**config.mk**
```make
export PLATFORM = sky130hd
export DESIGN_NAME = video_event_control_writer
export DESIGN_NICKNAME = d
export VERILOG_FILES = /design/src/logic/sync_pkg.sv /design/src/logic/stream_if.sv /design/src/logic/beat_buffer.sv /design/src/logic/video_event_control_writer.sv
export SDC_FILE = /design/constraint.sdc
export NUM_CORES = 1
export LEC_CHECK = 0
export BUFFER_PORTS_ARGS = -buffer_cell sky130_fd_sc_hd__buf_2
export CORE_ASPECT_RATIO = 1.4
export CORE_MARGIN = 5
export CORE_UTILIZATION = 60
export CTS_BUF_LIST = sky130_fd_sc_hd__clkbuf_4 sky130_fd_sc_hd__clkbuf_8
export DETAILED_ROUTE_END_ITERATION = 16
export PLACE_DENSITY = 0.81
export SLEW_MARGIN = 20
export SYNTH_ARGS = -nofsm -noshare
export SYNTH_HDL_FRONTEND = slang
export SYNTH_HIERARCHICAL = 1
export SYNTH_SLANG_ARGS = --single-unit
```
**constraint.sdc**
```tcl
create_clock -name clock_i -period 17 [get_ports clock_i]
set_input_delay 0.85 -clock clock_i [delete_from_list [all_inputs] [get_ports clock_i]]
set_output_delay 0.85 -clock clock_i [all_outputs]
set_load 0.01 [all_outputs]
```
**src/logic/sync_pkg.sv**
```systemverilog
`default_nettype none
package sync_pkg;

  // word indices of the configuration port
  localparam logic [4:0] CTRL_IDX       = 5'h00;
  localparam logic [4:0] STATUS_IDX     = 5'h01;
  localparam logic [4:0] IRQ_IDX        = 5'h02;
  localparam logic [4:0] TRIG_DIS_IDX   = 5'h03;
  localparam logic [4:0] NUM_WRITES_IDX = 5'h04;
  localparam logic [4:0] ENTRY_BASE_IDX = 5'h05;

  // field positions
  localparam int RUN_BIT     = 0;
  localparam int IRQ_EN_BIT  = 1;
  localparam int DONE_BIT    = 1;
  localparam int TRIG_DIS_BIT = 0;

  // reset values
  localparam logic       RUN_RST        = 1'b0;
  localparam logic       IRQ_EN_RST     = 1'b0;
  localparam logic       TRIG_DIS_RST   = 1'b0;
  localparam logic [3:0] NUM_WRITES_RST = 4'h0;
  localparam logic [15:0] SIZE_RST      = 16'h0000;

  // packet type nibble carried by the first beat
  localparam logic [3:0] PKT_VIDEO = 4'h0;
  localparam logic [3:0] PKT_CTRL  = 4'hf;

  // symbols 0..3 carry width, 4..7 carry height, msb nibble first
  localparam int WIDTH_SYMS  = 4;
  localparam int HEIGHT_SYMS = 8;

endpackage : sync_pkg
`default_nettype wire

```
**src/logic/stream_if.sv**
```systemverilog
`timescale 1ns/1ps
`default_nettype none
interface stream_if #(
  parameter int DW = 24
);
  logic [DW-1:0] data;
  logic          sop;
  logic          eop;
  logic          valid;
  logic          ready;

  modport src (output data, output sop, output eop, output valid, input ready);
  modport snk (input data, input sop, input eop, input valid, output ready);
endinterface : stream_if
`default_nettype wire

```
**src/logic/beat_buffer.sv**
```systemverilog
`timescale 1ns/1ps
`default_nettype none
module beat_buffer #(
  parameter int DW    = 24,
  parameter int DEPTH = 2
) (
  input  wire logic clock_i,
  input  wire logic rst_i,
  stream_if.snk     in_s,
  stream_if.src     out_s
);
  localparam int PW = (DEPTH > 1) ? $clog2(DEPTH) : 1;

  generate
    if (DEPTH < 2) begin : g_bad_depth
      $error("beat_buffer needs at least two entries");
    end
  endgenerate

  logic [DW+1:0] mem_ff [DEPTH];
  logic [PW-1:0] wr_ptr_ff;
  logic [PW-1:0] rd_ptr_ff;
  logic [PW:0]   count_ff;
  logic          push;
  logic          pop;

  // honest full and empty from the occupancy count
  assign in_s.ready  = (count_ff != (PW+1)'(DEPTH));
  assign out_s.valid = (count_ff != '0);
  assign push        = in_s.valid & in_s.ready;
  assign pop         = out_s.valid & out_s.ready;
  assign {out_s.sop, out_s.eop, out_s.data} = mem_ff[rd_ptr_ff];

  // storage has no reset, only the pointers and the count need one
  always_ff @(posedge clock_i) begin
    if (push) begin
      mem_ff[wr_ptr_ff] <= {in_s.sop, in_s.eop, in_s.data};
    end
  end

  always_ff @(posedge clock_i or posedge rst_i) begin
    if (rst_i) begin
      wr_ptr_ff <= '0;
      rd_ptr_ff <= '0;
      count_ff  <= '0;
    end else begin
      if (push) begin
        wr_ptr_ff <= (wr_ptr_ff == PW'(DEPTH-1)) ? '0 : wr_ptr_ff + 1'b1;
      end
      if (pop) begin
        rd_ptr_ff <= (rd_ptr_ff == PW'(DEPTH-1)) ? '0 : rd_ptr_ff + 1'b1;
      end
      count_ff <= count_ff + (PW+1)'(push) - (PW+1)'(pop);
    end
  end
endmodule : beat_buffer
`default_nettype wire

```
**src/logic/video_event_control_writer.sv**
```systemverilog
// How it works
// - stream passes through unchanged while every packet is inspected
// - a control packet whose width or height differs from the last triggers
// - width changes count only with the width-trigger build option
// - height changes count only with the height-trigger build option
// - optional build option triggers on every video data packet start
// - a trigger with a nonzero write count stalls the stream at once: input blocked, output withheld
// - while stalled, each stored word up to the word-4 count is written to its paired address
// - stall released only after the last write is accepted
// - completion flag raised once all writes of one trigger are done
// - a configuration write port loads target addresses and data words
// - trigger-disable word blocks any new write sequence while set
// - re-arm option disables triggering after each trigger until software re-enables
// - entry count is a build parameter 1 to 10, default 3
// - bits per color plane is a build parameter 4 to 20, default 8
// - color planes per pixel is a build parameter 1 to 4, default 3
// - build option selects planes side by side or in successive beats
// - control word holds run in bit 0 and interrupt enable in bit 1
// - interrupt word bit 1 shows completion; writing one clears it
// - word 3 disables triggering when 1; re-arm option sets it on trigger
// - word 4 gives entries per trigger; pairs start at words 5 and 6
`timescale 1ns/1ps
`default_nettype none
module video_event_control_writer #(
  parameter int BPS       = 8,
  parameter int PLANES    = 3,
  parameter bit PARALLEL  = 1'b1,
  parameter bit TRIG_W    = 1'b1,
  parameter bit TRIG_H    = 1'b1,
  parameter bit TRIG_SOP  = 1'b0,
  parameter bit REARM     = 1'b0,
  parameter int N_ENTRIES = 3,
  parameter int AW        = 32,
  parameter int MW        = 32,
  parameter int SPB       = PARALLEL ? PLANES : 1,
  parameter int DW        = BPS * SPB
) (
  input  wire logic          clock_i,
  input  wire logic          rst_i,
  // incoming video stream
  input  wire logic [DW-1:0] in_data_i,
  input  wire logic          in_sop_i,
  input  wire logic          in_eop_i,
  input  wire logic          in_valid_i,
  output logic               in_ready_o,
  // outgoing video stream
  output logic [DW-1:0]      out_data_o,
  output logic               out_sop_o,
  output logic               out_eop_o,
  output logic               out_valid_o,
  input  wire logic          out_ready_i,
  // configuration write port
  input  wire logic          cfg_wr_i,
  input  wire logic [4:0]    cfg_idx_i,
  input  wire logic [31:0]   cfg_data_i,
  // state shown to software
  output logic               run_o,
  output logic               irq_en_o,
  output logic               busy_o,
  output logic               done_flag_o,
  output logic               trig_disabled_o,
  output logic [3:0]         num_writes_o,
  output logic               irq_o,
  // memory-mapped write master
  output logic               mm_write_o,
  output logic [AW-1:0]      mm_address_o,
  output logic [MW-1:0]      mm_writedata_o,
  input  wire logic          mm_waitrequest_i
);

  // build options outside what the logic can serve are refused
  generate
    if (BPS < 4 || BPS > 20 || PLANES < 1 || PLANES > 4 ||
        N_ENTRIES < 1 || N_ENTRIES > 10 || AW > 32 || MW > 32) begin : g_bad_cfg
      $error("video_event_control_writer: unsupported parameter values");
    end
  endgenerate

  localparam int EW = $clog2(N_ENTRIES + 1);

  typedef enum logic [0:0] {ST_PASS, ST_WRITE} wr_state_t;

  // configuration state
  logic               run_ff;
  logic               irq_en_ff;
  logic               trig_dis_ff;
  logic [3:0]         num_writes_ff;
  logic               done_ff;
  logic [AW-1:0]      addr_mem [N_ENTRIES];
  logic [MW-1:0]      word_mem [N_ENTRIES];

  // stream inspection state
  logic               in_pkt_ff;
  logic               in_ctrl_ff;
  logic [3:0]         beat_cnt_ff;
  logic [15:0]        cap_w_ff;
  logic [15:0]        cap_h_ff;
  logic [15:0]        prev_w_ff;
  logic [15:0]        prev_h_ff;
  logic [15:0]        nxt_cap_w;
  logic [15:0]        nxt_cap_h;

  // write sequencing state
  wr_state_t          state_ff;
  logic               stall_ff;
  logic [EW-1:0]      ent_ff;
  logic [EW-1:0]      last_ent;
  logic [3:0]         req_writes;

  logic               in_fire;
  logic               sop_trig;
  logic               ctrl_trig;
  logic               trigger;
  logic               wr_accept;
  logic               seq_done;
  logic               cfg_entry;
  logic [4:0]         cfg_off;
  logic [3:0]         cfg_ent;
  logic               done_clr;

  stream_if #(.DW(DW)) buf_in_s ();
  stream_if #(.DW(DW)) buf_out_s ();

  beat_buffer #(
    .DW    (DW),
    .DEPTH (2)
  ) u_buf (
    .clock_i (clock_i),
    .rst_i   (rst_i),
    .in_s    (buf_in_s),
    .out_s   (buf_out_s)
  );

  // a stopped core finishes the packet in flight but takes no new one
  assign in_ready_o = buf_in_s.ready & ~stall_ff & (run_ff | in_pkt_ff);
  assign in_fire    = in_valid_i & in_ready_o;

  // beats go into the buffer untouched
  assign buf_in_s.data  = in_data_i;
  assign buf_in_s.sop   = in_sop_i;
  assign buf_in_s.eop   = in_eop_i;
  assign buf_in_s.valid = in_valid_i & ~stall_ff & (run_ff | in_pkt_ff);

  // the trigger beat already sits in the buffer and is held there too
  assign out_valid_o     = buf_out_s.valid & ~stall_ff;
  assign buf_out_s.ready = out_ready_i & ~stall_ff;
  assign out_data_o      = buf_out_s.data;
  assign out_sop_o       = buf_out_s.sop;
  assign out_eop_o       = buf_out_s.eop;

  // configuration write decode
  assign cfg_off   = cfg_idx_i - sync_pkg::ENTRY_BASE_IDX;
  assign cfg_ent   = cfg_off[4:1];
  assign cfg_entry = cfg_wr_i && (cfg_idx_i >= sync_pkg::ENTRY_BASE_IDX) &&
                     (cfg_ent < 4'(N_ENTRIES));
  assign done_clr  = cfg_wr_i && (cfg_idx_i == sync_pkg::IRQ_IDX) &&
                     cfg_data_i[sync_pkg::DONE_BIT];

  // control word
  always_ff @(posedge clock_i or posedge rst_i) begin
    if (rst_i) begin
      run_ff    <= sync_pkg::RUN_RST;
      irq_en_ff <= sync_pkg::IRQ_EN_RST;
    end else if (cfg_wr_i && cfg_idx_i == sync_pkg::CTRL_IDX) begin
      run_ff    <= cfg_data_i[sync_pkg::RUN_BIT];
      irq_en_ff <= cfg_data_i[sync_pkg::IRQ_EN_BIT];
    end
  end

  // trigger disable: the hardware set on trigger beats a software clear
  always_ff @(posedge clock_i or posedge rst_i) begin
    if (rst_i) begin
      trig_dis_ff <= sync_pkg::TRIG_DIS_RST;
    end else if (REARM && trigger) begin
      trig_dis_ff <= 1'b1;
    end else if (cfg_wr_i && cfg_idx_i == sync_pkg::TRIG_DIS_IDX) begin
      trig_dis_ff <= cfg_data_i[sync_pkg::TRIG_DIS_BIT];
    end
  end

  // entries per trigger; values above the table size are clamped on write
  always_ff @(posedge clock_i or posedge rst_i) begin
    if (rst_i) begin
      num_writes_ff <= sync_pkg::NUM_WRITES_RST;
    end else if (cfg_wr_i && cfg_idx_i == sync_pkg::NUM_WRITES_IDX) begin
      num_writes_ff <= (cfg_data_i > 32'(N_ENTRIES)) ? 4'(N_ENTRIES) : cfg_data_i[3:0];
    end
  end

  // address and word table, odd offset holds the word
  always_ff @(posedge clock_i) begin
    if (cfg_entry && !cfg_off[0]) begin
      addr_mem[cfg_ent[EW-1:0]] <= cfg_data_i[AW-1:0];
    end
    if (cfg_entry && cfg_off[0]) begin
      word_mem[cfg_ent[EW-1:0]] <= cfg_data_i[MW-1:0];
    end
  end

  // packet framing: type nibble sits in the low bits of the first beat
  always_ff @(posedge clock_i or posedge rst_i) begin
    if (rst_i) begin
      in_pkt_ff   <= 1'b0;
      in_ctrl_ff  <= 1'b0;
      beat_cnt_ff <= 4'h0;
    end else if (in_fire) begin
      in_pkt_ff <= ~in_eop_i;
      if (in_sop_i) begin
        in_ctrl_ff  <= (in_data_i[3:0] == sync_pkg::PKT_CTRL) & ~in_eop_i;
        beat_cnt_ff <= 4'h0;
      end else begin
        in_ctrl_ff  <= in_ctrl_ff & ~in_eop_i;
        beat_cnt_ff <= (beat_cnt_ff == 4'hf) ? beat_cnt_ff : beat_cnt_ff + 4'h1;
      end
    end
  end

  // gather width and height nibbles from every symbol of the beat
  always_comb begin
    int s;
    s = 0;
    nxt_cap_w = cap_w_ff;
    nxt_cap_h = cap_h_ff;
    for (int j = 0; j < SPB; j++) begin
      s = int'(beat_cnt_ff) * SPB + j;
      if (s < sync_pkg::WIDTH_SYMS) begin
        nxt_cap_w[(3 - s) * 4 +: 4] = in_data_i[j * BPS +: 4];
      end else if (s < sync_pkg::HEIGHT_SYMS) begin
        nxt_cap_h[(7 - s) * 4 +: 4] = in_data_i[j * BPS +: 4];
      end
    end
  end

  // capture holds the packet in flight, prev the last completed one
  always_ff @(posedge clock_i or posedge rst_i) begin
    if (rst_i) begin
      cap_w_ff  <= sync_pkg::SIZE_RST;
      cap_h_ff  <= sync_pkg::SIZE_RST;
      prev_w_ff <= sync_pkg::SIZE_RST;
      prev_h_ff <= sync_pkg::SIZE_RST;
    end else if (in_fire && in_ctrl_ff && !in_sop_i) begin
      cap_w_ff <= nxt_cap_w;
      cap_h_ff <= nxt_cap_h;
      if (in_eop_i) begin
        prev_w_ff <= nxt_cap_w;
        prev_h_ff <= nxt_cap_h;
      end
    end
  end

  // trigger sources; a short control packet still compares what it carried
  assign sop_trig  = TRIG_SOP && in_fire && in_sop_i &&
                     (in_data_i[3:0] == sync_pkg::PKT_VIDEO);
  assign ctrl_trig = in_fire && in_ctrl_ff && !in_sop_i && in_eop_i &&
                     ((TRIG_W && nxt_cap_w != prev_w_ff) ||
                      (TRIG_H && nxt_cap_h != prev_h_ff));
  assign trigger   = (sop_trig | ctrl_trig) && !trig_dis_ff &&
                     (state_ff == ST_PASS);

  // sequence bounds
  assign req_writes = (num_writes_ff > 4'(N_ENTRIES)) ? 4'(N_ENTRIES) : num_writes_ff;
  assign last_ent   = EW'(req_writes - 4'h1);
  assign wr_accept  = (state_ff == ST_WRITE) && !mm_waitrequest_i;
  assign seq_done   = (trigger && req_writes == 4'h0) || (wr_accept && ent_ff == last_ent);

  // write sequencer, one write outstanding at a time
  always_ff @(posedge clock_i or posedge rst_i) begin
    if (rst_i) begin
      state_ff <= ST_PASS;
      stall_ff <= 1'b0;
      ent_ff   <= '0;
    end else begin
      case (state_ff)
        ST_PASS: begin
          if (trigger) begin
            stall_ff <= (req_writes != 4'h0);
            ent_ff   <= '0;
            state_ff <= (req_writes != 4'h0) ? ST_WRITE : ST_PASS;
          end
        end
        ST_WRITE: begin
          if (wr_accept) begin
            if (ent_ff == last_ent) begin
              stall_ff <= 1'b0;
              state_ff <= ST_PASS;
            end else begin
              ent_ff <= ent_ff + 1'b1;
            end
          end
        end
        default: begin
          state_ff <= ST_PASS;
          stall_ff <= 1'b0;
        end
      endcase
    end
  end

  // master request stands until the slave lifts waitrequest
  assign mm_write_o     = (state_ff == ST_WRITE);
  assign mm_address_o   = addr_mem[ent_ff];
  assign mm_writedata_o = word_mem[ent_ff];

  // completion flag: set wins over a clear in the same cycle
  always_ff @(posedge clock_i or posedge rst_i) begin
    if (rst_i) begin
      done_ff <= 1'b0;
    end else if (seq_done) begin
      done_ff <= 1'b1;
    end else if (done_clr) begin
      done_ff <= 1'b0;
    end
  end

  // software-visible state
  assign irq_o           = done_ff & irq_en_ff;
  assign run_o           = run_ff;
  assign irq_en_o        = irq_en_ff;
  assign busy_o          = in_pkt_ff | stall_ff;
  assign done_flag_o     = done_ff;
  assign trig_disabled_o = trig_dis_ff;
  assign num_writes_o    = num_writes_ff;

endmodule : video_event_control_writer
`default_nettype wire

```
==> out/qor.tcl, run 1 <==
set qor(topRoutingLayerUsed) {met4}
set qor(outcome) {complete, no violations}
set qor(vias_in_the_first_global_route) 14500
set qor(net-switching-power_w) 0.00160
set qor(worstPathRequired_ns) 17.46
set qor(area_delta_synth_final_pct) 12.7
set qor(die-height_um) 216
set qor(critical-path-slowest-cell) {fa_1}
set qor(pwr_density_cell_nw_per_um2) 174
set qor(synth.cell_area_sq_um) 18200
set qor(power_switching_share_pct) 45.0
set qor(critical_path_start_end_classification) {reg -> reg}
set qor(rows) 75
set qor(total_power_w) 0.00356
set qor(comb_power_share_pct) 54.9
set qor(synth_edf_count) 244
set qor(hold_violations) 0
set qor(crit_path_end_kind) {flip-flop}
set qor(postSynthNetCount) 1750
set qor(synth.yosys.warnings) 6
set qor(cts_num_sinks) 330
set qor(reg2regPathDepth) 23
set qor(postRouteWirelength_mm) 54.4
set qor(grt_overflow_total) 0
set qor(worstSkewPairLatency_ns) 0.59
set qor(seq_area_sq_um) 9490
set qor(cts_tree) {done}
set qor(critPathMostFrequentCell) {ha_1}
set qor(gp_routability_congestion) 1.00
set qor(h-tree-depth) 2
set qor(floorplan.initialDensity_pct) 60.6
set qor(timing_limited_maximum_frequency_mhz) 104
set qor(sequentialPowerShare_pct) 27.0
set qor(synth.ff_latch_count) 330
set qor(final_core_utilization_pct) 68.3
set qor(power.share.clock_pct) 18.1
set qor(route.detailed.drc) 0
set qor(routed-wl-met2_mm) 27.9
set qor(grt_pass1_wl_mm) 82.4
set qor(detailedRoute.firstPassIterationCount) 8
set qor(cts_repair_resizes) 0
set qor(worst_hold_path_type) {in -> async}
set qor(cp_max_fo) 16
set qor(avgSynthCellArea_sq_um) 11.2
set qor(ir_drop_v) 0.000193
set qor(critPathBufInv) 2
set qor(critical-path-max-stage-delay_ns) 0.91
set qor(postSynthCellCount) 1628
set qor(cpLargestDelayFamily) {simple AND/OR/NAND/NOR gates}
set qor(fin_area_sq_um) 20500
set qor(initial_antenna_violation_count) 1
set qor(io_buffers) 171
set qor(fin_tns_setup_ns) 0
set qor(postRouteAntennaNets) 0
set qor(clkTransAtPathRegs_ns) 0.08
set qor(post_route_cells_drive_above_1_share_pct) 21.8
set qor(die-width_um) 157
set qor(multi_input_area_sq_um) 8260
set qor(timing_max_transition_violations_final) 0
set qor(top_level_ports) 172
set qor(cts.hold.buffers_added) 0
set qor(maxCapViolations) 0
set qor(synth.lib_cells_used.distinct) 90
set qor(post_cts_buffers) 0
set qor(routed_vias_inst) 6.49
set qor(cts-root-buf) {clkbuf_8}
set qor(setup_viol) 0
set qor(crit_chain) {clkinv_1 > fa_1 > inv_1 > ha_1 > xnor2_1 > ha_1 > nor2b_1 > nor4b_1 > nand2_1 > o32ai_1 > nand2_1 > ha_1 > nor4bb_1 > nand4_1 > or4_4 > a2111oi_4 > a211oi_2 > or4b_1 > a222oi_1 > nand4_1 > or4_4 > or2_1 > o31ai_1}
set qor(grtUsageTotal_pct) 31.3
set qor(worstSetupStartpointType) {flip-flop}
set qor(timing.rr.end) {ent_ff[1]}
set qor(final_period_minus_worst_setup_slack_ns) 9.63
set qor(grt_start_max_net_pins) 133
set qor(wire_per_inst_um) 24.5
set qor(wl_met1_mm) 19.0
set qor(intPower_w) 0.00196
set qor(post_route_skew_ns) 0.0334
set qor(timing_worst_slew_pin_value_ns) 1.12
set qor(leakagePower_nw) 7.74
set qor(synth_ff_type) {edfxtp_1}
set qor(detail_route.iter0.violations) 1241
set qor(ys_seq_area_share_pct) 52.2
set qor(num_vias) 14400
set qor(ys_async_sr_fraction_pct) 26.1
set qor(finalNetCount) 1920
set qor(detailedPlacementHpwl_mm) 39.8
set qor(cts-root-to-sink-buffers) 3
set qor(placed_cell_area_sq_um) 19400
set qor(rsz0062_at_grt) {false}
set qor(numCtsBuffers) 45
set qor(floorplan.die_area_sq_um) 33900
set qor(worstReg2RegStart) {beat_cnt_ff[2]}
set qor(dr_wl_met3_mm) 3.68
set qor(whs_ns) 0.175
set qor(worst_relative_slew_slack_pct) 25.4
set qor(final.fill_count) 2218
set qor(reg2reg_setup_slack_ns) 7.37
set qor(cp_data_arrival_time_ns) 10.08
set qor(design.core.area_sq_um) 29900
set qor(crit_share_post_route_pct) 56.6
## per-layer routing
metal / vias to the layer above / GRT usage, %
met2: 705 / 55.9
li1: 6516 / -
met5: - / 0
met3: 209 / 4.15
met1: 6989 / 35.2
met4: 0 / 18.7
## cells by family after synthesis
kind of cell               share of synthesized area (%)
AOI/OAI and AO/OA                                   11.8
muxes                                               10.5
DFF                                                 52.2
adders and majority gates                           3.69
and+or+nand+nor                                     16.4
buffers and inverters                               2.59
xor gates and xnor gates                            2.78
## area by class of cell
class                      count  share of cell area, %
inverter                      38                  0.703
multi-input combinational   1182                   40.4
sequential                   330                   46.4
antenna                        3                 0.0367
tap                          385                   2.35
timing repair buffer         201                   5.50
clock inverter                16                  0.813
clock buffer                  66                   3.86
## power by group through the flow
stage | Combinational, W | Clock, W | Sequential, W
after floorplan | 0.00132 | 0 | 0.000949
after global placement | 0.00189 | 0 | 0.000975
after detailed placement | 0.00190 | 0 | 0.000978
after CTS | 0.00191 | 0.000650 | 0.000961
after global routing | 0.00209 | 0.000690 | 0.000966
final | 0.00195 | 0.000644 | 0.000961
## flip-flops by register name, summed over array words and instances (netlist names), 2 cells and up
signal	count
addr_mem	96
word_mem	96
u_buf/mem_ff	52
cap_h_ff	16
cap_w_ff	16
prev_h_ff	16
prev_w_ff	16
beat_cnt_ff	4
num_writes_o	4
ent_ff	2
u_buf/count_ff	2
## worst reg2reg max path: cells and delay by family (launching register included)
family | cells | cell delay [ns]
simple gates | 11 | 3.66
fa+ha+maj | 4 | 1.97
compound gates | 5 | 1.73
flops | 1 | 0.73
buf+inv | 2 | 0.70
xor+xnor | 1 | 0.70
## cells in the mapped netlist (13+ instances only)
library cell,count,share of area [%]
edfxtp_1,244,40
nand2_1,200,4.1
o21ai_0,131,3.6
mux2i_1,104,5.7
dfrtp_1,86,12
nor2_1,80,1.7
mux2_2,76,4.7
clkbuf_1,59,1.2
ha_1,52,3.6
a21oi_1,40,1.1
nand3_1,38,1.0
inv_1,36,0.74
nand4_1,33,1.1
nor3_1,31,0.85
nor4_1,31,1.1
xnor2_1,28,1.4
and3_1,22,0.76
xor2_1,22,1.1
nor2b_1,18,0.62
o211ai_1,18,0.74
and2_1,16,0.55
or2_2,13,0.45
or3_1,13,0.45
## cells in the final DEF, fill, tap and decap left out, types with 28 or more instances in the layout
master	count
edfxtp_1	244
nand2_1	200
buf_2	171
o21ai_0	131
mux2i_1	104
dfrtp_1	84
nor2_1	78
mux2_2	76
ha_1	52
clkbuf_8	47
a21oi_1	40
nand3_1	37
inv_1	35
nand4_1	33
nor3_1	30
nor4_1	29
xnor2_1	28
## stage by stage
stage	worst slack, ns	std cells
3_5_place_dp	7.55	2133
6_report	7.37	2221
3_3_place_gp	7.89	2133
5_1_grt	6.49	2219
4_1_cts	7.47	2215
2_1_floorplan	9.36	1628
## how the worst max path moves through the flow
stage / start / to / slack, ns / cells past startpoint
after detailed placement: beat_cnt_ff[2] / ent_ff[1] / 7.55 / 20
after global routing: beat_cnt_ff[2] / ent_ff[1] / 6.49 / 23
after CTS: beat_cnt_ff[2] / ent_ff[1] / 7.47 / 23
after global placement: beat_cnt_ff[2] / ent_ff[1] / 7.89 / 23
final: beat_cnt_ff[2] / ent_ff[1] / 7.37 / 23
after floorplan: beat_cnt_ff[0] / ent_ff[1] / 9.36 / 25
Note: power is estimated with default switching activity, not from simulation.
==> inputs of run 2 (changes only) <==
==> constraint.sdc (replaced) <==
create_clock -name clock_i -period 9.3 [get_ports clock_i]
set_input_delay 0.465 -clock clock_i [delete_from_list [all_inputs] [get_ports clock_i]]
set_output_delay 0.465 -clock clock_i [all_outputs]
set_load 0.01 [all_outputs]
==> run 2 against run 1 <==
  * Via count grew 1.3%
  * Routed wire length shrank 3.7%
  * Core utilization grew 0.34 points
  * Cell area grew 0.50%
  * Flip-flop and latch count is the same
  * Fmax grew 20%
  * Register-to-register slack lost 6.1 ns
  * Critical endpoint is now ent_ff[0]
  * Largest power group unchanged
==> out/qor.tcl, run 2 (synthesized netlist as in run 1, its figures left out) <==
set qor(fin_area_sq_um) 20600
set qor(gp_routability_congestion) 1.07
set qor(rsz0062_at_grt) {false}
set qor(initial_antenna_violation_count) 3
set qor(area_delta_synth_final_pct) 13.2
set qor(design.core.area_sq_um) 29900
set qor(route.detailed.drc) 0
set qor(postRouteAntennaNets) 0
set qor(timing_limited_maximum_frequency_mhz) 125
set qor(timing_worst_slew_pin_value_ns) 1.14
set qor(detailedRoute.firstPassIterationCount) 5
set qor(hold_violations) 0
set qor(worst_hold_path.num_cells) 1
set qor(placed_cell_area_sq_um) 19500
set qor(grtUsageTotal_pct) 30.2
set qor(die-height_um) 216
set qor(finalNetCount) 1929
set qor(floorplan.die_area_sq_um) 33900
set qor(worstReg2RegStart) {beat_cnt_ff[1]}
set qor(die-width_um) 157
set qor(floorplan.initialDensity_pct) 60.6
set qor(h-tree-depth) 2
set qor(cts-root-buf) {clkbuf_8}
set qor(timing_max_transition_violations_final) 0
set qor(most-common-layout-cells) {244 x edfxtp_1, 200 x nand2_1, 171 x buf_2, 131 x o21ai_0, 104 x mux2i_1}
set qor(fin_tns_setup_ns) 0
set qor(worstSkewPairLatency_ns) 0.58
set qor(intPower_w) 0.00364
set qor(grt_overflow_total) 0
set qor(leakagePower_nw) 7.81
set qor(cts_num_sinks) 330
set qor(maxCapViolations) 0
set qor(final_period_minus_worst_setup_slack_ns) 8.02
set qor(worstSetupStartpointType) {flip-flop}
set qor(setup_viol) 0
set qor(post_route_skew_ns) 0.0245
set qor(holdCritStartpoint) {in_data_i[5]}
set qor(detailedPlacementHpwl_mm) 37.6
set qor(grt_pass1_wl_mm) 80.7
set qor(final_common_cell) {edfxtp_1}
set qor(routed_vias_inst) 6.54
set qor(comb_power_share_pct) 54.3
set qor(sequentialPowerShare_pct) 26.9
set qor(cts-root-to-sink-buffers) 3
set qor(rows) 75
set qor(cts_tree) {done}
set qor(holdPathEnd) {u_buf/mem_ff[0][5]}
set qor(pwr_density_cell_nw_per_um2) 318
set qor(cp_max_fo) 10
set qor(io_buffers) 171
set qor(final.fill_count) 2194
set qor(outcome) {complete, no violations}
set qor(post_route_cells_drive_above_1_share_pct) 22.2
set qor(ir_drop_v) 0.000330
set qor(worstSetupStartpoint) {beat_cnt_ff[1]}
set qor(reg2regPathDepth) 26
set qor(worst_relative_slew_slack_pct) 23.7
set qor(top_level_ports) 172
set qor(net-switching-power_w) 0.00290
set qor(worst_hold_path_type) {in -> reg}
set qor(vias_in_the_first_global_route) 14700
set qor(clkTransAtPathRegs_ns) 0.07
set qor(wire_per_inst_um) 23.5
set qor(grt_start_max_net_pins) 133
set qor(reg2reg_setup_slack_ns) 1.28
set qor(power.share.clock_pct) 18.8
set qor(detail_route.iter0.violations) 1089
set qor(power_switching_share_pct) 44.3
set qor(crit_share_post_route_pct) 86.3
set qor(numCtsBuffers) 46
set qor(timing.rr.end) {ent_ff[0]}
set qor(cp_data_arrival_time_ns) 8.49
set qor(worstPathRequired_ns) 9.76
set qor(num_vias) 14600
set qor(critical_path_start_end_classification) {reg -> reg}
set qor(postRouteWirelength_mm) 52.4
set qor(crit_path_end_kind) {flip-flop}
-- run 2: changes by cell type in the layout (fill, tap and decap cells not counted), moves of 2 or more --
cell	previous run	this run
buf_4	27	35
inv_6	1	3
buf_12	2	0
clkinv_2	4	8
clkbuf_8	47	52
clkbuf_4	19	10
-- run 2: critical path, cell delays in order, from the launching register on --
cell and delay, ns:
dfrtp_1 0.43, ha_1 0.38, inv_1 0.10, fa_1 0.62, inv_1 0.23, ha_1 0.32
nor2b_1 0.36, xnor2_1 0.22, ha_1 0.28, nor2b_1 0.17, buf_4 0.16, nor4b_1 0.31
nand2_1 0.09, o32ai_1 0.21, nand2_1 0.10, ha_1 0.30, nor4bb_1 0.36, nand4_1 0.18
or4_4 0.52, a2111oi_4 0.44, a211oi_2 0.08, or4b_1 0.50, a222oi_1 0.43, nand4_1 0.14
or4_4 0.51, or2_1 0.25, o31ai_1 0.22
-- run 2: power by group through the flow --
stage | Clock [W] | Combinational, W | Sequential, W
6_report | 0.00123 | 0.00355 | 0.00176
5_1_grt | 0.00132 | 0.00381 | 0.00177
4_1_cts | 0.00124 | 0.00346 | 0.00176
3_5_place_dp | 0 | 0.00344 | 0.00179
3_3_place_gp | 0 | 0.00339 | 0.00178
2_1_floorplan | 0 | 0.00241 | 0.00173
-- run 2: cell type report --
cell class | instances | area (sq um) | share of cell area, %
Tap cell | 385 | 482 | 2.34
Multi-Input combinational cell | 1182 | 8250 | 40.1
Clock buffer | 62 | 791 | 3.85
Inverter | 38 | 144 | 0.700
Clock inverter | 23 | 230 | 1.12
Antenna cell | 3 | 7.51 | 0.0365
Sequential cell | 330 | 9490 | 46.2
Timing Repair Buffer | 209 | 1170 | 5.68
-- run 2: timing repair --
item | 4_1_cts | 5_1_grt
buffers inserted | 0 | 0
gates resized for setup | 0 | 0
hold buffers | 1 | 0
hold endpoints to repair | 4 | 0
-- run 2: layer usage --
layer  up-vias  GRT usage, %  share of wire (%)
met5         -             0              0.025
met3       239          5.41                7.9
li1       6553             -                  -
met4         2          18.6                6.7
met1      7033          34.8                 35
met2       778          51.7                 50
-- run 2: worst max path at each step --
| stage | cells after the start | slack, ns | to |
|---|---|---|---|
| 2_1_floorplan | 25 | 1.66 | ent_ff[1] |
| 3_3_place_gp | 26 | 1.58 | ent_ff[1] |
| 3_5_place_dp | 26 | 1.40 | ent_ff[1] |
| 4_1_cts | 26 | 1.37 | ent_ff[0] |
| 5_1_grt | 26 | 0.79 | ent_ff[1] |
| 6_report | 26 | 1.28 | ent_ff[0] |
-- run 2: per-stage QoR --
stage               hold WS (ns)  setup slack, ns  util [%]  power [W]  cells
CTS                       0.0390             1.37      68.5    0.00646   2228
global placement           0.377             1.58      65.1    0.00517   2142
finish                    0.0713             1.28      68.7    0.00654   2232
global route              0.0343            0.790      68.7    0.00690   2230
floorplan                  0.231             1.66         -    0.00414   1628
detailed placement         0.384             1.40      65.1    0.00523   2142
==> inputs of run 3 (changes only) <==
--- a/config.mk
+++ b/config.mk
@@ -7,7 +7,6 @@
 export LEC_CHECK = 0
 export BUFFER_PORTS_ARGS = -buffer_cell sky130_fd_sc_hd__buf_2
 export CORE_ASPECT_RATIO = 1.4
-export CORE_MARGIN = 5
 export CORE_UTILIZATION = 60
 export CTS_BUF_LIST = sky130_fd_sc_hd__clkbuf_4 sky130_fd_sc_hd__clkbuf_8
 export DETAILED_ROUTE_END_ITERATION = 16
==> run 3 against run 2 <==
  * Fmax fell by 3.7%
  * Global-route usage increased by 4.3 points
  * Sequential share of layout area about the same
  * Cell area about the same
  * Critical path type unchanged
  * Largest power group unchanged
==> out/qor.tcl, run 3 (synthesized netlist as in run 1, its figures left out) <==
set qor(final_period_minus_worst_setup_slack_ns) 8.33
set qor(design.core.area_sq_um) 29800
set qor(cpLargestDelayFamily) {simple AND/OR/NAND/NOR gates}
set qor(final.fill_count) 2166
set qor(final_core_utilization_pct) 68.9
set qor(numCtsBuffers) 44
set qor(place.detailed.instances) 2147
set qor(crit_share_post_route_pct) 89.6
set qor(detailedRoute.firstPassIterationCount) 5
set qor(timing.final.ws_setup_ns) 0.966
set qor(route.detailed.drc) 0
set qor(critical-path-max-stage-delay_ns) 0.75
set qor(outcome) {complete, no violations}
set qor(timing_worst_slew_pin_value_ns) 1.12
set qor(grt_pass1_wl_mm) 80.8
set qor(ir_drop_v) 0.000335
set qor(top_level_ports) 172
set qor(intPower_w) 0.00359
set qor(setup_viol) 0
set qor(routed_vias_inst) 6.54
set qor(global_route.usage.met1_pct) 38.5
set qor(vias_in_the_first_global_route) 14600
set qor(use_met3_pct) 4.77
set qor(timing_limited_maximum_frequency_mhz) 120
set qor(postRouteAntennaNets) 0
set qor(finalNetCount) 1933
set qor(holdCritStartpoint) {in_data_i[15]}
set qor(post_layout_nonfiller_instances) 2232
set qor(grt_overflow_total) 0
set qor(timing_max_transition_violations_final) 0
set qor(critical-path-slowest-cell) {dfrtp_1}
set qor(crit_chain) {clkinv_1 > fa_1 > inv_1 > ha_1 > nor2b_1 > xnor2_1 > ha_1 > nor2b_1 > nor4b_1 > nand2_1 > o32ai_1 > nand2_1 > ha_1 > nor4bb_1 > nand4_1 > or4_4 > a2111oi_4 > a211oi_2 > or4b_1 > a222oi_1 > nand4_1 > or4_4 > or2_1 > o31ai_1}
set qor(clkTransAtPathRegs_ns) 0.08
set qor(cts-root-to-sink-buffers) 3
set qor(maxCapViolations) 0
set qor(wire_per_inst_um) 23.9
set qor(worst_relative_slew_slack_pct) 25.3
set qor(fin_tns_setup_ns) 0
set qor(worst_hold_path_type) {in -> reg}
set qor(cp_max_fo) 16
set qor(grtUsageTotal_pct) 34.5
set qor(grt_start_max_net_pins) 133
set qor(crit_path_end_kind) {flip-flop}
set qor(power.share.clock_pct) 18.3
set qor(comb_power_share_pct) 54.4
set qor(cts_num_sinks) 330
set qor(die-width_um) 149
set qor(area_delta_synth_final_pct) 13.3
set qor(global_route.peak_usage_layer) {met2}
set qor(worstSetupStartpoint) {beat_cnt_ff[2]}
set qor(cp_data_arrival_time_ns) 8.82
set qor(gp_routability_congestion) 0.990
set qor(post_route_cells_drive_above_1_share_pct) 22.5
set qor(cts-root-buf) {clkbuf_8}
set qor(floorplan.initialDensity_pct) 60.8
set qor(floorplan.die_area_sq_um) 31000
set qor(detailedPlace.worstSlack_ns) 1.07
set qor(rows) 75
set qor(worstSetupStartpointType) {flip-flop}
set qor(critPathMostFrequentCell) {ha_1}
set qor(die-height_um) 208
set qor(worstPathRequired_ns) 9.78
set qor(post_route_skew_ns) 0.0242
set qor(leakagePower_nw) 7.83
set qor(num_vias) 14600
set qor(postRouteWirelength_mm) 53.3
set qor(sequentialPowerShare_pct) 27.3
set qor(critPathBufInv) 2
set qor(detail_route.iter0.violations) 1256
set qor(pwr_density_cell_nw_per_um2) 314
set qor(total_power_w) 0.00647
set qor(net-switching-power_w) 0.00287
set qor(final_common_cell) {edfxtp_1}
set qor(io_buffers) 171
set qor(hold_violations) 0
set qor(worstSkewPairLatency_ns) 0.59
set qor(cts_tree) {done}
set qor(most-common-layout-cells) {244 x edfxtp_1, 200 x nand2_1, 171 x buf_2, 131 x o21ai_0, 104 x mux2i_1}
set qor(initial_antenna_violation_count) 0
set qor(gr-usage-met2_pct) 61.1
set qor(power_switching_share_pct) 44.4
set qor(critical_path_start_end_classification) {reg -> reg}
set qor(rsz0062_at_grt) {false}
set qor(worstReg2RegStart) {beat_cnt_ff[2]}
set qor(detailedPlacementHpwl_mm) 37.7
set qor(h-tree-depth) 2
## run 3: power by group through the flow
stage | Combinational, W | Sequential [W] | Clock [W]
2_1_floorplan | 0.00241 | 0.00173 | 0
3_3_place_gp | 0.00338 | 0.00179 | 0
3_5_place_dp | 0.00340 | 0.00180 | 0
4_1_cts | 0.00343 | 0.00177 | 0.00119
5_1_grt | 0.00378 | 0.00178 | 0.00125
6_report | 0.00352 | 0.00177 | 0.00118
## run 3: final cells by class
class                   count  area, sq um  share of cell area [%]
multi-input cells        1182         8260                    40.1
diodes                      1         2.50                  0.0122
repair buffers            215         1220                    5.94
inverters                  38          144                   0.700
clock inverters            17          151                   0.736
clock buffers              64          825                    4.01
flip-flops and latches    330         9490                    46.1
well taps                 385          482                    2.34
## run 3: per-stage QoR
| stage | instance area [sq um] | hold slack [ns] |
|---|---|---|
| after floorplan | 18200 | 0.231 |
| after global placement | 19500 | 0.383 |
| after detailed placement | 19500 | 0.381 |
| after CTS | 20500 | 0.0460 |
| after global routing | 20600 | 0.0478 |
| final | 20600 | 0.0686 |
## run 3: worst reg2reg max path: stages (launching register included)
cell       delay, ns
dfrtp_1         0.75
clkinv_1        0.28
fa_1            0.70
inv_1           0.23
ha_1            0.32
nor2b_1         0.32
xnor2_1         0.19
ha_1            0.26
nor2b_1         0.40
nor4b_1         0.37
nand2_1         0.11
o32ai_1         0.19
nand2_1         0.10
ha_1            0.32
nor4bb_1        0.41
nand4_1         0.19
or4_4           0.53
a2111oi_4       0.44
a211oi_2        0.08
or4b_1          0.51
a222oi_1        0.41
nand4_1         0.14
or4_4           0.51
or2_1           0.24
o31ai_1         0.24
## run 3: per-layer routing
metal	up-vias	wire length [um]
met4	0	3360
li1	6551	-
met3	211	3520
met1	7125	18800
met2	704	27600
met5	-	0
## run 3: final timing paths
| path | slack (ns) | end | depth (start not counted) |
|---|---|---|---|
| setup / recovery | 0.97 | ent_ff[1] | 24 |
| hold / removal | 0.07 | u_buf/mem_ff[1][15] | 1 |
| setup reg to reg | 0.97 | ent_ff[1] | 24 |
| hold reg to reg | 0.49 | cap_w_ff[7] | 2 |
| max in group asynchronous | 7.68 | ent_ff[0] | 4 |
| min in group asynchronous | 0.36 | u_buf/count_ff[0] | 3 |
## run 3: what timing repair did
| item | CTS | global route |
|---|---|---|
| endpoints found under the hold margin | 25 | 0 |
| setup buffers | 0 | 0 |
| resized for setup | 0 | 0 |
| endpoints found under the setup margin | 0 | 0 |
| hold buffers | 1 | 0 |
